**config.mk**
```make
export PLATFORM = sky130hd
export DESIGN_NAME = area_wait_state_config
export DESIGN_NICKNAME = d
export VERILOG_FILES = /design/src/design/wait_cfg_pkg.sv /design/src/design/wait_select.sv /design/src/design/area_wait_state_config.sv
export SDC_FILE = /design/constraint.sdc
export NUM_CORES = 1
export LEC_CHECK = 0
export ABC_AREA = 1
export BUFFER_PORTS_ARGS = -buffer_cell sky130_fd_sc_hd__buf_2
export CORE_MARGIN = 2
export CORE_UTILIZATION = 50
export CTS_BUF_LIST = sky130_fd_sc_hd__clkbuf_8
export CTS_CLUSTER_SIZE = 10
export DETAILED_ROUTE_END_ITERATION = 10
export PLACE_DENSITY = 0.8
export REMOVE_ABC_BUFFERS = 1
export SETUP_SLACK_MARGIN = 0.05
export SYNTH_ARGS = -nofsm -noshare
export SYNTH_HDL_FRONTEND = slang
export SYNTH_SLANG_ARGS = --single-unit
```
**constraint.sdc**
```tcl
create_clock -name MCLK -period 3.46 [get_ports MCLK]
set_input_delay 0.692 -clock MCLK [delete_from_list [all_inputs] [get_ports MCLK]]
set_output_delay 0.692 -clock MCLK [all_outputs]
set_load 0.02 [all_outputs]
```
**src/design/wait_cfg_pkg.sv**
```systemverilog
// Purpose: Shared constants and types for the area wait-count register bank.
// Assumes: One 32-bit AXI4-Lite register word per register, byte addressed.
// Notes:   Register data is 8 bits wide and sits in the low byte lane.

package wait_cfg_pkg;

  // ---------------------------------------------------------------------
  // Register map
  // ---------------------------------------------------------------------

  // Byte address width seen by the slave; the two low bits are ignored.
  localparam int ADDR_W = 12;
  localparam logic [11:0] WAIT_HIGH_OFFSET = 12'h000;
  localparam logic [11:0] WAIT_LOW_OFFSET = 12'h004;
  localparam logic [11:0] ACCESS_STATE_OFFSET = 12'h008;
  localparam logic [11:0] WAIT_STATUS_OFFSET = 12'h00c;

  // Values after reset and after hardware standby.
  localparam logic [7:0] WAIT_RESET = 8'hff;
  localparam logic [7:0] ACCESS_RESET = 8'hff;

  // ---------------------------------------------------------------------
  // Field layout
  // ---------------------------------------------------------------------

  // Each area owns a 2-bit field; the high register holds areas 7 to 4.
  localparam int FIELD_W = 2;
  localparam int AREA_COUNT = 8;
  localparam int AREA_W = 3;

  // Status word: last applied count, last area, and wait-in-progress flag.
  localparam int STAT_COUNT_LSB = 0;
  localparam int STAT_AREA_LSB = 2;
  localparam int STAT_ACTIVE_BIT = 5;

  // AXI response codes.
  localparam logic [1:0] RESP_OKAY = 2'b00;
  localparam logic [1:0] RESP_SLVERR = 2'b10;

  // ---------------------------------------------------------------------
  // Types
  // ---------------------------------------------------------------------

  // One bus cycle start announced by the external bus sequencer.
  typedef struct packed {
    logic start;
    logic external;
    logic [2:0] area;
  } bus_cycle_t;

  // Wait request handed back to the sequencer.
  typedef struct packed {
    logic active;
    logic [1:0] count;
  } wait_out_t;

  typedef enum logic [0:0] {
    SEQ_IDLE = 1'b0,
    SEQ_WAIT = 1'b1
  } wait_state_t;

endpackage

```
**src/design/wait_select.sv**
```systemverilog
// Purpose: Picks the program wait count for the area of one bus cycle.
// Assumes: Register values are stable for the cycle in which they are read.
// Notes:   Purely combinational; the caller registers the result.

`timescale 1ns/100ps
`default_nettype none

module wait_select
  import wait_cfg_pkg::*;
(
  input wire logic [7:0] wait_high,
  input wire logic [7:0] wait_low,
  input wire logic [7:0] access_state,
  input wire logic external,
  input wire logic [2:0] area,
  output logic [1:0] count
);

  import wait_cfg_pkg::*;

  // ---------------------------------------------------------------------
  // Per-area fields
  // ---------------------------------------------------------------------

  logic [15:0] both_regs;
  logic [1:0] field [AREA_COUNT];

  // Area n lives in bits 2n+1:2n of the joined pair, upper bit weightier.
  assign both_regs = {wait_high, wait_low}; // RL7 RL8
  for (genvar n = 0; n < AREA_COUNT; n++)
  begin : g_field
    assign field[n] = both_regs[FIELD_W*n +: FIELD_W];
  end

  // ---------------------------------------------------------------------
  // Selection
  // ---------------------------------------------------------------------

  // Internal targets and 2-state areas never see program waits.
  always_comb
  begin
    count = 2'b00; // RL2
    if (external && access_state[area]) // RL5 RL9
    begin
      count = field[area]; // RL6
    end
  end

endmodule

`default_nettype wire

```
**src/design/area_wait_state_config.sv**
```systemverilog
// Purpose: Area wait-count register bank with an AXI4-Lite slave port.
// Assumes: The sequencer pulses CYCLE.start once per bus cycle, internal or external.
// Notes:   The selected count is frozen at the start of each bus cycle.
//
// What this block does
// [RL1] Two 8-bit read/write registers hold a 2-bit wait count per area.
// [RL2] Accesses to internal memory or registers never get program waits.
// [RL3] Reset and hardware standby load both wait registers with all ones.
// [RL4] Software standby keeps the written contents of both registers.
// [RL5] A wait field applies only while its area's 3-state bit is one.
// [RL6] Field codes 00, 01, 10, 11 add zero to three wait states.
// [RL7] High register: area 7 in 7:6 down to area 4 in 1:0.
// [RL8] Low register: area 3 in 7:6 down to area 0 in 1:0.
// [RL9] Access-state bit zero means 2-state, no waits; one means 3-state.
// [RL10] Writes apply from the next bus cycle; reads return last written.
//
// The AXI4-Lite register port and the placing of the registers were chosen for this implementation.

`timescale 1ns/100ps
`default_nettype none

module area_wait_state_config
  import wait_cfg_pkg::*;
(
  input wire logic MCLK,
  input wire logic RST,
  input wire logic HW_STANDBY,
  input wire logic [11:0] AWADDR,
  input wire logic AWVALID,
  output logic AWREADY,
  input wire logic [31:0] WDATA,
  input wire logic [3:0] WSTRB,
  input wire logic WVALID,
  output logic WREADY,
  output logic [1:0] BRESP,
  output logic BVALID,
  input wire logic BREADY,
  input wire logic [11:0] ARADDR,
  input wire logic ARVALID,
  output logic ARREADY,
  output logic [31:0] RDATA,
  output logic [1:0] RRESP,
  output logic RVALID,
  input wire logic RREADY,
  input wire wait_cfg_pkg::bus_cycle_t CYCLE,
  output wait_cfg_pkg::wait_out_t WAIT_OUT
);

  import wait_cfg_pkg::*;

  // ---------------------------------------------------------------------
  // Declarations
  // ---------------------------------------------------------------------

  logic aw_held_reg;
  logic aw_held_next;
  logic [11:0] aw_addr_reg;
  logic [11:0] aw_addr_next;
  logic w_held_reg;
  logic w_held_next;
  logic [7:0] w_data_reg;
  logic [7:0] w_data_next;
  logic w_lane_reg;
  logic w_lane_next;
  logic bvalid_reg;
  logic bvalid_next;
  logic [1:0] bresp_reg;
  logic [1:0] bresp_next;
  logic rvalid_reg;
  logic rvalid_next;
  logic [1:0] rresp_reg;
  logic [1:0] rresp_next;
  logic [31:0] rdata_reg;
  logic [31:0] rdata_next;

  logic [7:0] wait_high_areas_reg;
  logic [7:0] wait_high_areas_next;
  logic [7:0] wait_low_areas_reg;
  logic [7:0] wait_low_areas_next;
  logic [7:0] access_state_select_reg;
  logic [7:0] access_state_select_next;

  wait_state_t state_reg;
  wait_state_t state_next;
  logic [1:0] remain_reg;
  logic [1:0] remain_next;
  logic [1:0] count_reg;
  logic [1:0] count_next;
  logic [2:0] area_reg;
  logic [2:0] area_next;

  logic aw_take;
  logic w_take;
  logic ar_take;
  logic commit;
  logic [1:0] selected_count;
  logic [7:0] status_byte;

  // ---------------------------------------------------------------------
  // Bus handshakes
  // ---------------------------------------------------------------------

  // Address and data are each held until both have arrived, in any order.
  assign AWREADY = !aw_held_reg && !bvalid_reg;
  assign WREADY = !w_held_reg && !bvalid_reg;
  assign ARREADY = !rvalid_reg;
  assign aw_take = AWVALID && AWREADY;
  assign w_take = WVALID && WREADY;
  assign ar_take = ARVALID && ARREADY;
  assign commit = aw_held_reg && w_held_reg && !bvalid_reg;

  assign BVALID = bvalid_reg;
  assign BRESP = bresp_reg;
  assign RVALID = rvalid_reg;
  assign RRESP = rresp_reg;
  assign RDATA = rdata_reg;

  // ---------------------------------------------------------------------
  // Write channel
  // ---------------------------------------------------------------------

  // Capture address and data, then commit once both are held.
  always_comb
  begin
    aw_held_next = aw_held_reg;
    aw_addr_next = aw_addr_reg;
    w_held_next = w_held_reg;
    w_data_next = w_data_reg;
    w_lane_next = w_lane_reg;
    bvalid_next = bvalid_reg;
    bresp_next = bresp_reg;
    if (aw_take)
    begin
      aw_held_next = 1'b1;
      aw_addr_next = AWADDR;
    end
    if (w_take)
    begin
      w_held_next = 1'b1;
      w_data_next = WDATA[7:0];
      w_lane_next = WSTRB[0];
    end
    if (commit)
    begin
      aw_held_next = 1'b0;
      w_held_next = 1'b0;
      bvalid_next = 1'b1;
      unique case (aw_addr_reg[11:2])
        WAIT_HIGH_OFFSET[11:2],
        WAIT_LOW_OFFSET[11:2],
        ACCESS_STATE_OFFSET[11:2],
        WAIT_STATUS_OFFSET[11:2]:
          bresp_next = RESP_OKAY;
        default:
          bresp_next = RESP_SLVERR; // Unmapped word.
      endcase
    end
    else if (bvalid_reg && BREADY)
    begin
      bvalid_next = 1'b0;
    end
  end

  always_ff @(posedge MCLK)
  begin
    if (RST)
    begin
      aw_held_reg <= 1'b0;
      aw_addr_reg <= 12'h000;
      w_held_reg <= 1'b0;
      w_data_reg <= 8'h00;
      w_lane_reg <= 1'b0;
      bvalid_reg <= 1'b0;
      bresp_reg <= RESP_OKAY;
    end
    else
    begin
      aw_held_reg <= aw_held_next;
      aw_addr_reg <= aw_addr_next;
      w_held_reg <= w_held_next;
      w_data_reg <= w_data_next;
      w_lane_reg <= w_lane_next;
      bvalid_reg <= bvalid_next;
      bresp_reg <= bresp_next;
    end
  end

  // ---------------------------------------------------------------------
  // Configuration registers
  // ---------------------------------------------------------------------

  // Only byte lane 0 carries data; a write without it changes nothing.
  always_comb
  begin
    wait_high_areas_next = wait_high_areas_reg; // RL10
    wait_low_areas_next = wait_low_areas_reg;
    access_state_select_next = access_state_select_reg;
    if (commit && w_lane_reg)
    begin
      unique case (aw_addr_reg[11:2])
        WAIT_HIGH_OFFSET[11:2]:
          wait_high_areas_next = w_data_reg; // RL1 RL7
        WAIT_LOW_OFFSET[11:2]:
          wait_low_areas_next = w_data_reg; // RL1 RL8
        ACCESS_STATE_OFFSET[11:2]:
          access_state_select_next = w_data_reg; // RL9
        default:
          wait_low_areas_next = wait_low_areas_reg;
      endcase
    end
  end

  // Hardware standby presets like reset; there is no software standby
  // input at all, so that mode can never disturb the contents.
  always_ff @(posedge MCLK)
  begin
    if (RST || HW_STANDBY) // RL3
    begin
      wait_high_areas_reg <= WAIT_RESET; // RL3
      wait_low_areas_reg <= WAIT_RESET; // RL3
      access_state_select_reg <= ACCESS_RESET;
    end
    else
    begin
      wait_high_areas_reg <= wait_high_areas_next; // RL4
      wait_low_areas_reg <= wait_low_areas_next; // RL4
      access_state_select_reg <= access_state_select_next;
    end
  end

  // ---------------------------------------------------------------------
  // Read channel
  // ---------------------------------------------------------------------

  // Status shows the count and area applied to the latest bus cycle.
  assign status_byte = {2'b00, state_reg == SEQ_WAIT, area_reg, count_reg};

  always_comb
  begin
    rvalid_next = rvalid_reg;
    rresp_next = rresp_reg;
    rdata_next = rdata_reg;
    if (ar_take)
    begin
      rvalid_next = 1'b1;
      rresp_next = RESP_OKAY;
      unique case (ARADDR[11:2])
        WAIT_HIGH_OFFSET[11:2]:
          rdata_next = {24'h000000, wait_high_areas_reg}; // RL10
        WAIT_LOW_OFFSET[11:2]:
          rdata_next = {24'h000000, wait_low_areas_reg}; // RL10
        ACCESS_STATE_OFFSET[11:2]:
          rdata_next = {24'h000000, access_state_select_reg};
        WAIT_STATUS_OFFSET[11:2]:
          rdata_next = {24'h000000, status_byte};
        default:
        begin
          rdata_next = 32'h00000000;
          rresp_next = RESP_SLVERR;
        end
      endcase
    end
    else if (rvalid_reg && RREADY)
    begin
      rvalid_next = 1'b0;
    end
  end

  always_ff @(posedge MCLK)
  begin
    if (RST)
    begin
      rvalid_reg <= 1'b0;
      rresp_reg <= RESP_OKAY;
      rdata_reg <= 32'h00000000;
    end
    else
    begin
      rvalid_reg <= rvalid_next;
      rresp_reg <= rresp_next;
      rdata_reg <= rdata_next;
    end
  end

  // ---------------------------------------------------------------------
  // Wait insertion
  // ---------------------------------------------------------------------

  wait_select u_select (
    .wait_high(wait_high_areas_reg),
    .wait_low(wait_low_areas_reg),
    .access_state(access_state_select_reg),
    .external(CYCLE.external),
    .area(CYCLE.area),
    .count(selected_count)
  );

  // The count is frozen at the cycle start, so a register write in the
  // middle of a bus cycle cannot stretch or cut that cycle short.
  always_comb
  begin
    state_next = state_reg;
    remain_next = remain_reg;
    count_next = count_reg;
    area_next = area_reg;
    if (CYCLE.start)
    begin
      count_next = selected_count; // RL10
      area_next = CYCLE.area;
      remain_next = selected_count; // RL6
      state_next = (selected_count == 2'b00) ? SEQ_IDLE : SEQ_WAIT; // RL2
    end
    else
    begin
      unique case (state_reg)
        SEQ_IDLE:
          remain_next = 2'b00;
        SEQ_WAIT:
        begin
          remain_next = remain_reg - 2'b01;
          if (remain_reg == 2'b01)
          begin
            state_next = SEQ_IDLE;
          end
        end
      endcase
    end
  end

  always_ff @(posedge MCLK)
  begin
    if (RST)
    begin
      state_reg <= SEQ_IDLE;
      remain_reg <= 2'b00;
      count_reg <= 2'b00;
      area_reg <= 3'b000;
    end
    else
    begin
      state_reg <= state_next;
      remain_reg <= remain_next;
      count_reg <= count_next;
      area_reg <= area_next;
    end
  end

  // Active for exactly count cycles after the start edge.
  assign WAIT_OUT = {state_reg == SEQ_WAIT, count_reg};

endmodule

`default_nettype wire

```
======== After elaboration in Yosys (flattened, before gate mapping) ========
Cells that the tools add are included.
Widths: inputs -> output; s select.
storage, ports and cells
  input bits .............................. 73
  register bits after elaboration ......... 93
  memories kept ........................... 0
  logic and storage cells ................. 75
  memory bits (writable) .................. 0
  latch bits .............................. 0
  memory bits (read-only) ................. 0
  output and inout port bits .............. 44
cells by class
  reductions and logical operators ........ 27
  mux-type cells .......................... 19
  add/sub/neg operators ................... 1
  bitwise gates (word level) .............. 2
  shift operators ......................... 0
  $mul .................................... 0
  div/mod/pow operators ................... 0
  equal/unequal tests ..................... 7
  order comparisons ....................... 2
operators with widths
  operator             count
  $eq 10x2->1 const B  4
  $pmux 8 s4           1
  $eq 10x1->1 const B  2
  $logic_not 10->1     2
  $mux 2               6
  $logic_and 1x1->1    11
  $mux 1               9
  $reduce_or 4->1      2
  $bmux 2 s3           1
  $reduce_and 2->1     3
  $ge 4x4->1 const B   1
  $logic_not 1->1      4
  $lt 3x4->1 const B   1
  $not 3->4            1
  $pmux 2 s2           1
  $reduce_bool 2->1    2
  $bmux 1 s3           1
  $eq 2x1->1 const B   1
  $logic_not 2->1      1
  $reduce_or 2->1      1
  $sub 2x1->2 const B  1
  $logic_or 1x1->1     1
  $not 1->1            1

======== Logic depth before layout (Yosys ltp) ========
Gate-level depths: netlist of the first run.
  word-level depth ........................ 8
  gate-level depth with buffers ........... 11
  depth with buffers taken out ............ 10

======== By module ========
From an unflattened synthesis of the first run, not the netlist that was laid out.
unflattened totals
  cell total of the unflattened synthesis .. 431
  area total of the unflattened synthesis .. 3,193.1 um^2
by module, submodules not included
  module                  sequential area each (um^2)  area an instance (um^2)  instances  cells each
  area_wait_state_config  1,301.2                      2,885.3                  1          360
  wait_select             0.0                          307.8                    1          71

======== Worst setup path after synthesis of the first run ========
OpenSTA, ideal clock, no wires.
  path type ............................... input -> register
  from .................................... input RST
  to ...................................... register wait_low_areas_reg[7]
  setup time .............................. 0.134 ns
  setup slack ............................. 1.746 ns
  buffers on the path ..................... 2
  stages on the path ...................... 4
  data arrival time ....................... 1.580 ns
  path through ............................ clkbuf_1 > nor2_2 > buf_2 > o211ai_1
on the way
  word-level cells in the longest chain between the ends .. 1
RTL lines
  element                 RTL line                       source
  start: declaration      area_wait_state_config.sv:26   input wire logic RST,
  $logic_or 1x1->1        area_wait_state_config.sv:217  if (RST || HW_STANDBY)
  end signal: assignment  area_wait_state_config.sv:226  wait_low_areas_reg <= wait_low_areas_next;
  end: declaration        area_wait_state_config.sv:78   logic [7:0] wait_low_areas_reg;
No other way between the ends.
A chain may end at the register's enable or synchronous reset.

======== Worst setup path after layout of the first run ========
  from .................................... input ARADDR[11]
  to ...................................... register rdata_reg[5], in the netlist RDATA[5]
on the way
  word-level cells in the longest chain between the ends .. 2
  elaborated cells on any way between the ends .. 5
  classes of those cells .................. 3 x eq/ne; 1 x mux; 1 x reduce/logical
RTL lines
  element                              RTL line                       source
  start: declaration                   area_wait_state_config.sv:38   input wire logic [11:0] ARADDR,
  $eq 10x2->1 (tied with other cells)  area_wait_state_config.sv:247  unique case (ARADDR[11:2])
  $pmux 8 s4 *                         area_wait_state_config.sv:247
  end signal: assignment               area_wait_state_config.sv:281  rdata_reg <= rdata_next;
  end: declaration                     area_wait_state_config.sv:73   logic [31:0] rdata_reg;
Every way passes the cells marked *; elsewhere a longest branch is shown, timed or not.

==> impl_summary.txt, run 1 <==
----------------------------------------------------
[Drt]
  Initial DRC Count ... 193
  Number of antenna-violating nets in the routed design ... 0
  Vias after detailed routing ... 2860
  Via-per-instance ratio ... 5.04
  Total DRC errors in the routed layout ... 0
  Final wirelength ... 6.81 mm
  Wire length per cell after detailed routing ... 12.0 µm
  Iteration count of the initial detailed-routing pass ... 4

[Setup path]
  Logic depth of the worst register-to-register path ... 7
  Count of buffer and inverter cells on the critical path ... 1
  WP data required ... 3.74 ns
  Largest delay share family, worst path ... simple AND/OR/NAND/NOR gates
  Worst flop-to-flop path endpoint ... wait_low_areas_reg[2]
  Cell depth of the worst setup path ... 8
  Worst reg2reg path startpoint ... w_held_reg
  Cell-by-cell listing of the critical path ... buf_2, nor2_1, nand2_1, nor2_2, nand3_1, nand2_1, o21ai_1, a21oi_1
  Crit Path Category ... in -> reg
  Critical Path End ... RDATA[5]
  Data arrival time of the critical path ... 2.08 ns
  Register-to-register setup slack ... 1.85 ns
  Cell with the largest stage delay on the worst path ... nor2_2
  CP most frequent cell ... nand2_1
  Setup crit end kind ... flip-flop
  Worst setup SP type ... primary input
  Critical path launch point ... ARADDR[11]
  Delay of the slowest cell on the worst path ... 0.50 ns
  Biggest fanout along the worst timing path ... 14

[Synthesis]
  Top post-synthesis cells by area ... dfxtp_1 (40%), nand2_1 (10%), nand3_1 (7.9%), buf_4 (7.0%), a21oi_1 (5.1%)
  Portion of synthesized cell area occupied by the leading cell type ... 40.3%
  Sequential element share of the synthesized area ... 40.3%
  Post-synthesis area per instance ... 7.45 µm²
  Number of register bits inferred by synthesis ... 65
  Distinct cells, synth ... 29
  Total standard cell area after synthesis ... 3230 µm²
  Synth warn ... 0
  Cell type with the largest total area after synthesis ... dfxtp_1
  Number of instances in the synthesized netlist ... 434

[Clock network]
  Clock transition time at the flip-flop clock pins of the worst setup and hold paths ... 0.07 ns
  Clock latency of the later-clocked register in the worst-skew pair ... 0.35 ns
  Number of buffers added by the clock tree synthesis step ... 9
  Deepest clock path buffer count ... 2
  Cts hold-fix bufs ... 0
  Root cell of the clock tree ... clkbuf_8
  Post-CTS repair timing setup buffer count ... 0
  CTS sink count ... 65
  Post-cts repair resize count ... 0
  Level count of the clock H-tree ... 3
  CTS tree ... done

[Floorplanning]
  Num rows ... 29
  Initial core utilization ... 51.2%
  Standard cell core area ... 6310 µm²
  Total Die Area ... 7120 µm²
  Die width ... 84.4 µm
  DIE HEIGHT ... 84.4 µm
  I/O Pins ... 117

[Worst hold path]
  Hold Path Class ... reg -> reg
  Hold path startpoint ... RDATA[5]

[Timing]
  Count of endpoints failing hold in the final timing report ... 0
  Transition time at the pin with the least slew margin ... 0.674 ns
  Worst clock skew ... 0.00930 ns
  Count of final setup violators ... 0
  Headroom to the max-slew limit ... 55.0%
  Max-slew violation count ... 0
  Setup repair after global routing missed its margin ... no
  Setup_tns ... 0 ns
  Setup slack of the critical path after layout ... 1.66 ns
  Crit path time final ... 1.80 ns
  Final period util ... 52.0%
  Achievable frequency ... 0.556 GHz

[Status]
  Run status ... complete, no violations

[Pwr]
  Cell area power density ... 463 nW/µm²
  Worst vdd rail ir drop ... 0.000317 V
  Tot Pwr ... 0.00168 W
  Leakage dissipation ... 1.91 nW

[Layout]
  Area growth, synth to finish ... 12.1%
  Final Non-Filler Cells ... 568
  # nets final ... 560
  Ratio of cells with drive above 1 in the final layout ... 21.8%
  Flip-flop count of the largest register after layout ... 10
  Diode count ... 0

[Global route]
  Maximum number of pins on one net before global-route repair ... 27
  Global-route wire length before repair ... 11.8 mm
  Remaining global-route overflow ... 0
  Total routing usage reported by global routing ... 20.3%
  Vias in the first global route ... 2706
  Antenna violations before repair ... 0

[Placed design]
  Number of I/O port buffers ... 59
  Inst Count DP ... 552
  Placed wire-length estimate ... 5.03 mm
  Global placement routability congestion ... 0.885
  Worst Setup Slack post-DPL ... 1.34 ns

[Run]
  Number of max-capacitance violations reported ... 0

----------------------------------------------------
## worst reg2reg max path, delay by kind of cell (launching register included)
kind	cells	cell delay (ns)
AOI/OAI and AO/OA	2	0.36
DFF	1	0.34
and+or+nand+nor	4	0.73
buffers and inverters	1	0.06
## power breakdown
group,internal [W],switching (W),total (W)
combinational,0.0000644,0.000150,0.000214
sequential,0.000781,0.0000165,0.000797
clock,0.000353,0.000314,0.000667
total,0.00120,0.000480,0.00168
## logic make-up (layout without fill, tap and decap cells)
kind of cell	count (synthesis)	in the layout	synth area share [%]
AO/OA/AOI/OAI	87	87	16.9
adder cells (fa/ha/maj)	1	1	0.387
buffers and inverters	86	118	14.3
flip-flops	65	65	40.3
other	1	26	0.116
AND/OR/NAND/NOR	194	194	28.0
## layer usage
metal  part of all wire [%]  global-route usage (%)  wire length, µm  vias to the layer above
met5                      0                       0                0                        -
met4                    1.3                    6.20               87                        0
met3                    6.9                    4.52              473                       11
met2                     48                    35.1             3270                      110
met1                     44                    25.2             2980                     1268
li1                       -                       -                -                     1471
## Yosys cell counts
master     n
nand2_1   88
dfxtp_1   65
nand3_1   51
inv_1     39
nor2_1    37
a21oi_1   33
buf_4     30
o21ai_0   23
o211ai_2  13
o21ai_1   13
clkbuf_1   6
buf_2      4
nor2_4     4
o211ai_1   4
buf_6      3
inv_2      3
nor2_2     3
nand3_2    2
nand3b_1   2
or2_4      2
buf_1      1
conb_1     1
ha_1       1
nand4_4    1
nor3_1     1
nor3_2     1
nor3_4     1
nor3b_2    1
o21a_1     1
## per-stage QoR
stage,hold slack (ns),area (µm²),utilization (%)
2_1_floorplan,0.445,3020,-
3_3_place_gp,0.448,3420,54.2
3_5_place_dp,0.452,3420,54.2
4_1_cts,0.463,3620,57.4
5_1_grt,0.492,3620,57.4
6_report,0.461,3620,57.4
## area by class of cell
cell class	count	area [µm²]
flip-flops and latches	65	1300
well taps	77	96.3
clock buffers	10	138
clock inverters	6	65.1
multi-input cells	308	1560
inverters	42	158
repair buffers	60	303
fillers	592	2690
## layout by cell type (no fill, tap or decap)
cell type | synthesis | layout
a21oi_1 | 33 | 33
buf_2 | 4 | 59
buf_4 | 30 | 1
bufinv_16 | 0 | 1
clkbuf_8 | 0 | 10
clkinv_2 | 0 | 2
clkinv_4 | 0 | 1
clkinvlp_4 | 0 | 1
conb_1 | 1 | 26
dfxtp_1 | 65 | 65
ha_1 | 1 | 1
inv_1 | 39 | 39
inv_2 | 3 | 3
inv_6 | 0 | 1
nand2_1 | 88 | 88
nand3_1 | 51 | 51
nand3_2 | 2 | 2
nand3b_1 | 2 | 2
nand4_4 | 1 | 1
nor2_1 | 37 | 37
nor2_2 | 3 | 3
nor2_4 | 4 | 4
nor3_1 | 1 | 1
nor3_2 | 1 | 1
nor3_4 | 1 | 1
nor3b_2 | 1 | 1
o211ai_1 | 4 | 4
o211ai_2 | 13 | 13
o21a_1 | 1 | 1
o21ai_0 | 23 | 23
o21ai_1 | 13 | 13
or2_4 | 2 | 2
## worst min-delay path by stage
stage | endpoint | slack (ns) | cells past startpoint
6_report | RDATA[5] | 0.46 | 2
5_1_grt | RDATA[2] | 0.49 | 2
4_1_cts | RDATA[5] | 0.46 | 2
3_5_place_dp | RDATA[5] | 0.45 | 2
3_3_place_gp | RDATA[3] | 0.45 | 2
2_1_floorplan | w_held_reg | 0.44 | 2
No activity file was read; power rests on OpenSTA's default activity.
==> run 2: changes to the inputs <==
--- a/config.mk
+++ b/config.mk
@@ -5,14 +5,14 @@
 export SDC_FILE = /design/constraint.sdc
 export NUM_CORES = 1
 export LEC_CHECK = 0
-export ABC_AREA = 1
+export ABC_AREA = 0
 export BUFFER_PORTS_ARGS = -buffer_cell sky130_fd_sc_hd__buf_2
 export CORE_MARGIN = 2
 export CORE_UTILIZATION = 50
 export CTS_BUF_LIST = sky130_fd_sc_hd__clkbuf_8
 export CTS_CLUSTER_SIZE = 10
 export DETAILED_ROUTE_END_ITERATION = 10
-export PLACE_DENSITY = 0.8
+export PLACE_DENSITY = 0.82
 export REMOVE_ABC_BUFFERS = 1
 export SETUP_SLACK_MARGIN = 0.05
 export SYNTH_ARGS = -nofsm -noshare
==> constraint.sdc (replaced) <==
create_clock -name MCLK -period 1.75 [get_ports MCLK]
set_input_delay 0.35 -clock MCLK [delete_from_list [all_inputs] [get_ports MCLK]]
set_output_delay 0.35 -clock MCLK [all_outputs]
set_load 0.02 [all_outputs]
==> run 2 against run 1 <==
Net effect: critical path depth shrank 4; total power grew 130%; area after synthesis shrank 6.9%; sequential share of layout area grew 0.15 points; utilization grew 4.3 points; highest routed layer unchanged.
==> impl_summary.txt, run 2 <==
----------------------------------------------------
[Timing]
  Setup repair after global routing missed its margin ... no
  Worst clock skew ... 0.00911 ns
  Final period util ... 94.8%
  Achievable frequency ... 0.603 GHz
  Max-slew violation count ... 0
  Count of endpoints failing hold in the final timing report ... 0
  Setup_tns ... 0 ns
  Setup slack of the critical path after layout ... 0.0907 ns
  Count of final setup violators ... 0
  Crit path time final ... 1.66 ns

[Synthesis]
  FFs w/ async S/R, synth ... 0%
  Portion of synthesized cell area occupied by the leading cell type ... 43.2%
  Main combinational cell family by area after synthesis ... simple AND/OR/NAND/NOR gates
  Post-synthesis share of cell area spent on xor and xnor gates ... 0%
  Compound-gate portion of the synthesized area ... 12.8%
  Synth warn ... 0
  Post-synthesis area per instance ... 9.26 µm²
  Top_reg_cell synth ... dfxtp_1
  Ranking of synthesized cells by instance count ... dfxtp_1 (65), nand2_1 (62), buf_4 (28)
  Most repeated cell in the gate-level netlist after synthesis ... dfxtp_1
  Cell type with the largest total area after synthesis ... dfxtp_1
  Total standard cell area after synthesis ... 3010 µm²
  Number of register bits inferred by synthesis ... 65
  Distinct cells, synth ... 40
  Simple-gate portion of the synthesized area ... 18.1%
  Adder-cell area share of the yosys netlist ... 0.416%
  Top post-synthesis cells by area ... dfxtp_1 (43%), nand2_1 (7.7%), buf_4 (7.0%), mux4_1 (5.2%), mux4_2 (4.5%)
  Sequential element share of the synthesized area ... 43.2%
  Post-synth EDFFs ... 0
  Mux share of post-synthesis cell area ... 15.2%
  Number of instances in the synthesized netlist ... 325

[Placed design]
  Placed wire-length estimate ... 4.72 mm
  Worst Setup Slack post-DPL ... -0.0919 ns
  Number of I/O port buffers ... 59
  Global placement routability congestion ... 0.785

[Clock network]
  Root cell of the clock tree ... clkbuf_8
  Cts hold-fix bufs ... 0
  Number of buffers added by the clock tree synthesis step ... 9
  CTS tree ... done
  CTS sink count ... 65
  Deepest clock path buffer count ... 2
  Clock transition time at the flip-flop clock pins of the worst setup and hold paths ... 0.07 ns
  Clock latency of the later-clocked register in the worst-skew pair ... 0.34 ns
  Level count of the clock H-tree ... 3

[Pwr]
  Cell area power density ... 1050 nW/µm²
  Worst vdd rail ir drop ... 0.000481 V
  Leakage dissipation ... 1.53 nW

[Layout]
  Most common cell after layout, fill and taps aside ... dfxtp_1
  Diode count ... 0
  Leading cell types in the layout, fill and taps excluded ... dfxtp_1 (65), nand2_1 (62), buf_2 (59)
  Core occupancy in the finished layout ... 61.7%
  Area growth, synth to finish ... 19.9%
  Flip-flop count of the largest register after layout ... 10
  # nets final ... 461
  Ratio of cells with drive above 1 in the final layout ... 26.3%

[Global route]
  Met1 usage ... 24.9%
  Remaining global-route overflow ... 0
  Global-route wire length before repair ... 10.4 mm
  M3 GR Usage ... 4.51%
  Fraction of met2 tracks used by global routing ... 34.2%
  Most utilized layer in the global route result ... met2
  Vias in the first global route ... 2291
  Antenna violations before repair ... 0
  Total routing usage reported by global routing ... 20.8%
  Maximum number of pins on one net before global-route repair ... 23

[Worst hold path]
  Hold Path Class ... in -> reg

[Floorplanning]
  I/O Pins ... 117
  Total Die Area ... 6650 µm²
  DIE HEIGHT ... 81.6 µm
  Initial core utilization ... 51.4%
  Die width ... 81.6 µm
  Num rows ... 28
  Standard cell core area ... 5850 µm²

[Setup path]
  Crit Path Category ... reg -> reg
  Data arrival time of the critical path ... 1.90 ns
  Worst setup SP type ... flip-flop
  Biggest fanout along the worst timing path ... 3
  Setup crit end kind ... flip-flop
  WP data required ... 1.99 ns

[Drt]
  Number of antenna-violating nets in the routed design ... 0
  Vias after detailed routing ... 2444
  Total DRC errors in the routed layout ... 0
  Iteration count of the initial detailed-routing pass ... 4
  Initial DRC Count ... 86
  Final wirelength ... 6.33 mm
  Via-per-instance ratio ... 5.23
  Wire length per cell after detailed routing ... 13.6 µm

[Run]
  Number of max-capacitance violations reported ... 0

[Status]
  Run status ... complete, no violations

----------------------------------------------------
## run 2: through the flow
| stage | power (W) | hold WS, ns | std cells | cell area (µm²) |
|---|---|---|---|---|
| 2_1_floorplan | 0.00183 | 0.419 | 305 | 2810 |
| 3_3_place_gp | 0.00196 | 0.444 | 451 | 3290 |
| 3_5_place_dp | 0.00198 | 0.451 | 451 | 3290 |
| 4_1_cts | 0.00381 | 0.223 | 467 | 3590 |
| 5_1_grt | 0.00393 | 0.242 | 467 | 3610 |
| 6_report | 0.00380 | 0.237 | 467 | 3610 |
## run 2: kinds of logic after synthesis
| logic type | after synthesis |
|---|---|
| multiplexers | 28 |
| AO/OA/AOI/OAI | 64 |
| buffers and inverters | 49 |
| flip-flops | 65 |
| other | 1 |
| AND/OR/NAND/NOR | 117 |
| adder cells (fa/ha/maj) | 1 |
## run 2: cell type report
cell class	instances	area, µm²
clock buffer	9	124
clock inverter	7	166
fill	477	2240
inverter	4	15.0
multi-input combinational	236	1520
sequential	65	1300
tap	75	93.8
timing repair buffer	71	385
## run 2: where the power goes
part / leakage [nW] / switching, W / total [W] / internal, W
logic: 0.858 / 0.000236 / 0.000379 / 0.000142
registers: 0.530 / 0.0000472 / 0.00158 / 0.00153
clock network: 0.140 / 0.000606 / 0.00184 / 0.00124
## run 2: path summary, 6_finish.rpt
kind / from / endpoint / slack [ns] / depth (start not counted)
setup / recovery: wait_high_areas_reg[3] / remain_reg[1] / 0.09 / 4
hold / removal: WDATA[3] / w_data_reg[3] / 0.24 / 3
setup reg to reg: wait_high_areas_reg[3] / remain_reg[1] / 0.09 / 4
hold reg to reg: w_lane_reg / w_lane_reg / 0.46 / 2
## run 2: repair_timing
| action | 4_1_cts | 5_1_grt |
|---|---|---|
| setup buffers | 0 | 0 |
| gates resized for setup | 1 | 2 |
| cloned | 0 | 0 |
| endpoints found under the setup margin | 1 | 22 |
## run 2: critical path, cell delays in order, from the launching register on
cell,delay [ns]
dfxtp_1,0.34
mux4_1,0.56
mux2_2,0.30
and3_4,0.18
a31o_1,0.18
## run 2: per-layer routing
metal / vias up / share of wire (%)
met5: - / 0
met2: 92 / 46
met4: 0 / 3.8
met1: 1119 / 44
li1: 1213 / -
met3: 20 / 6.0
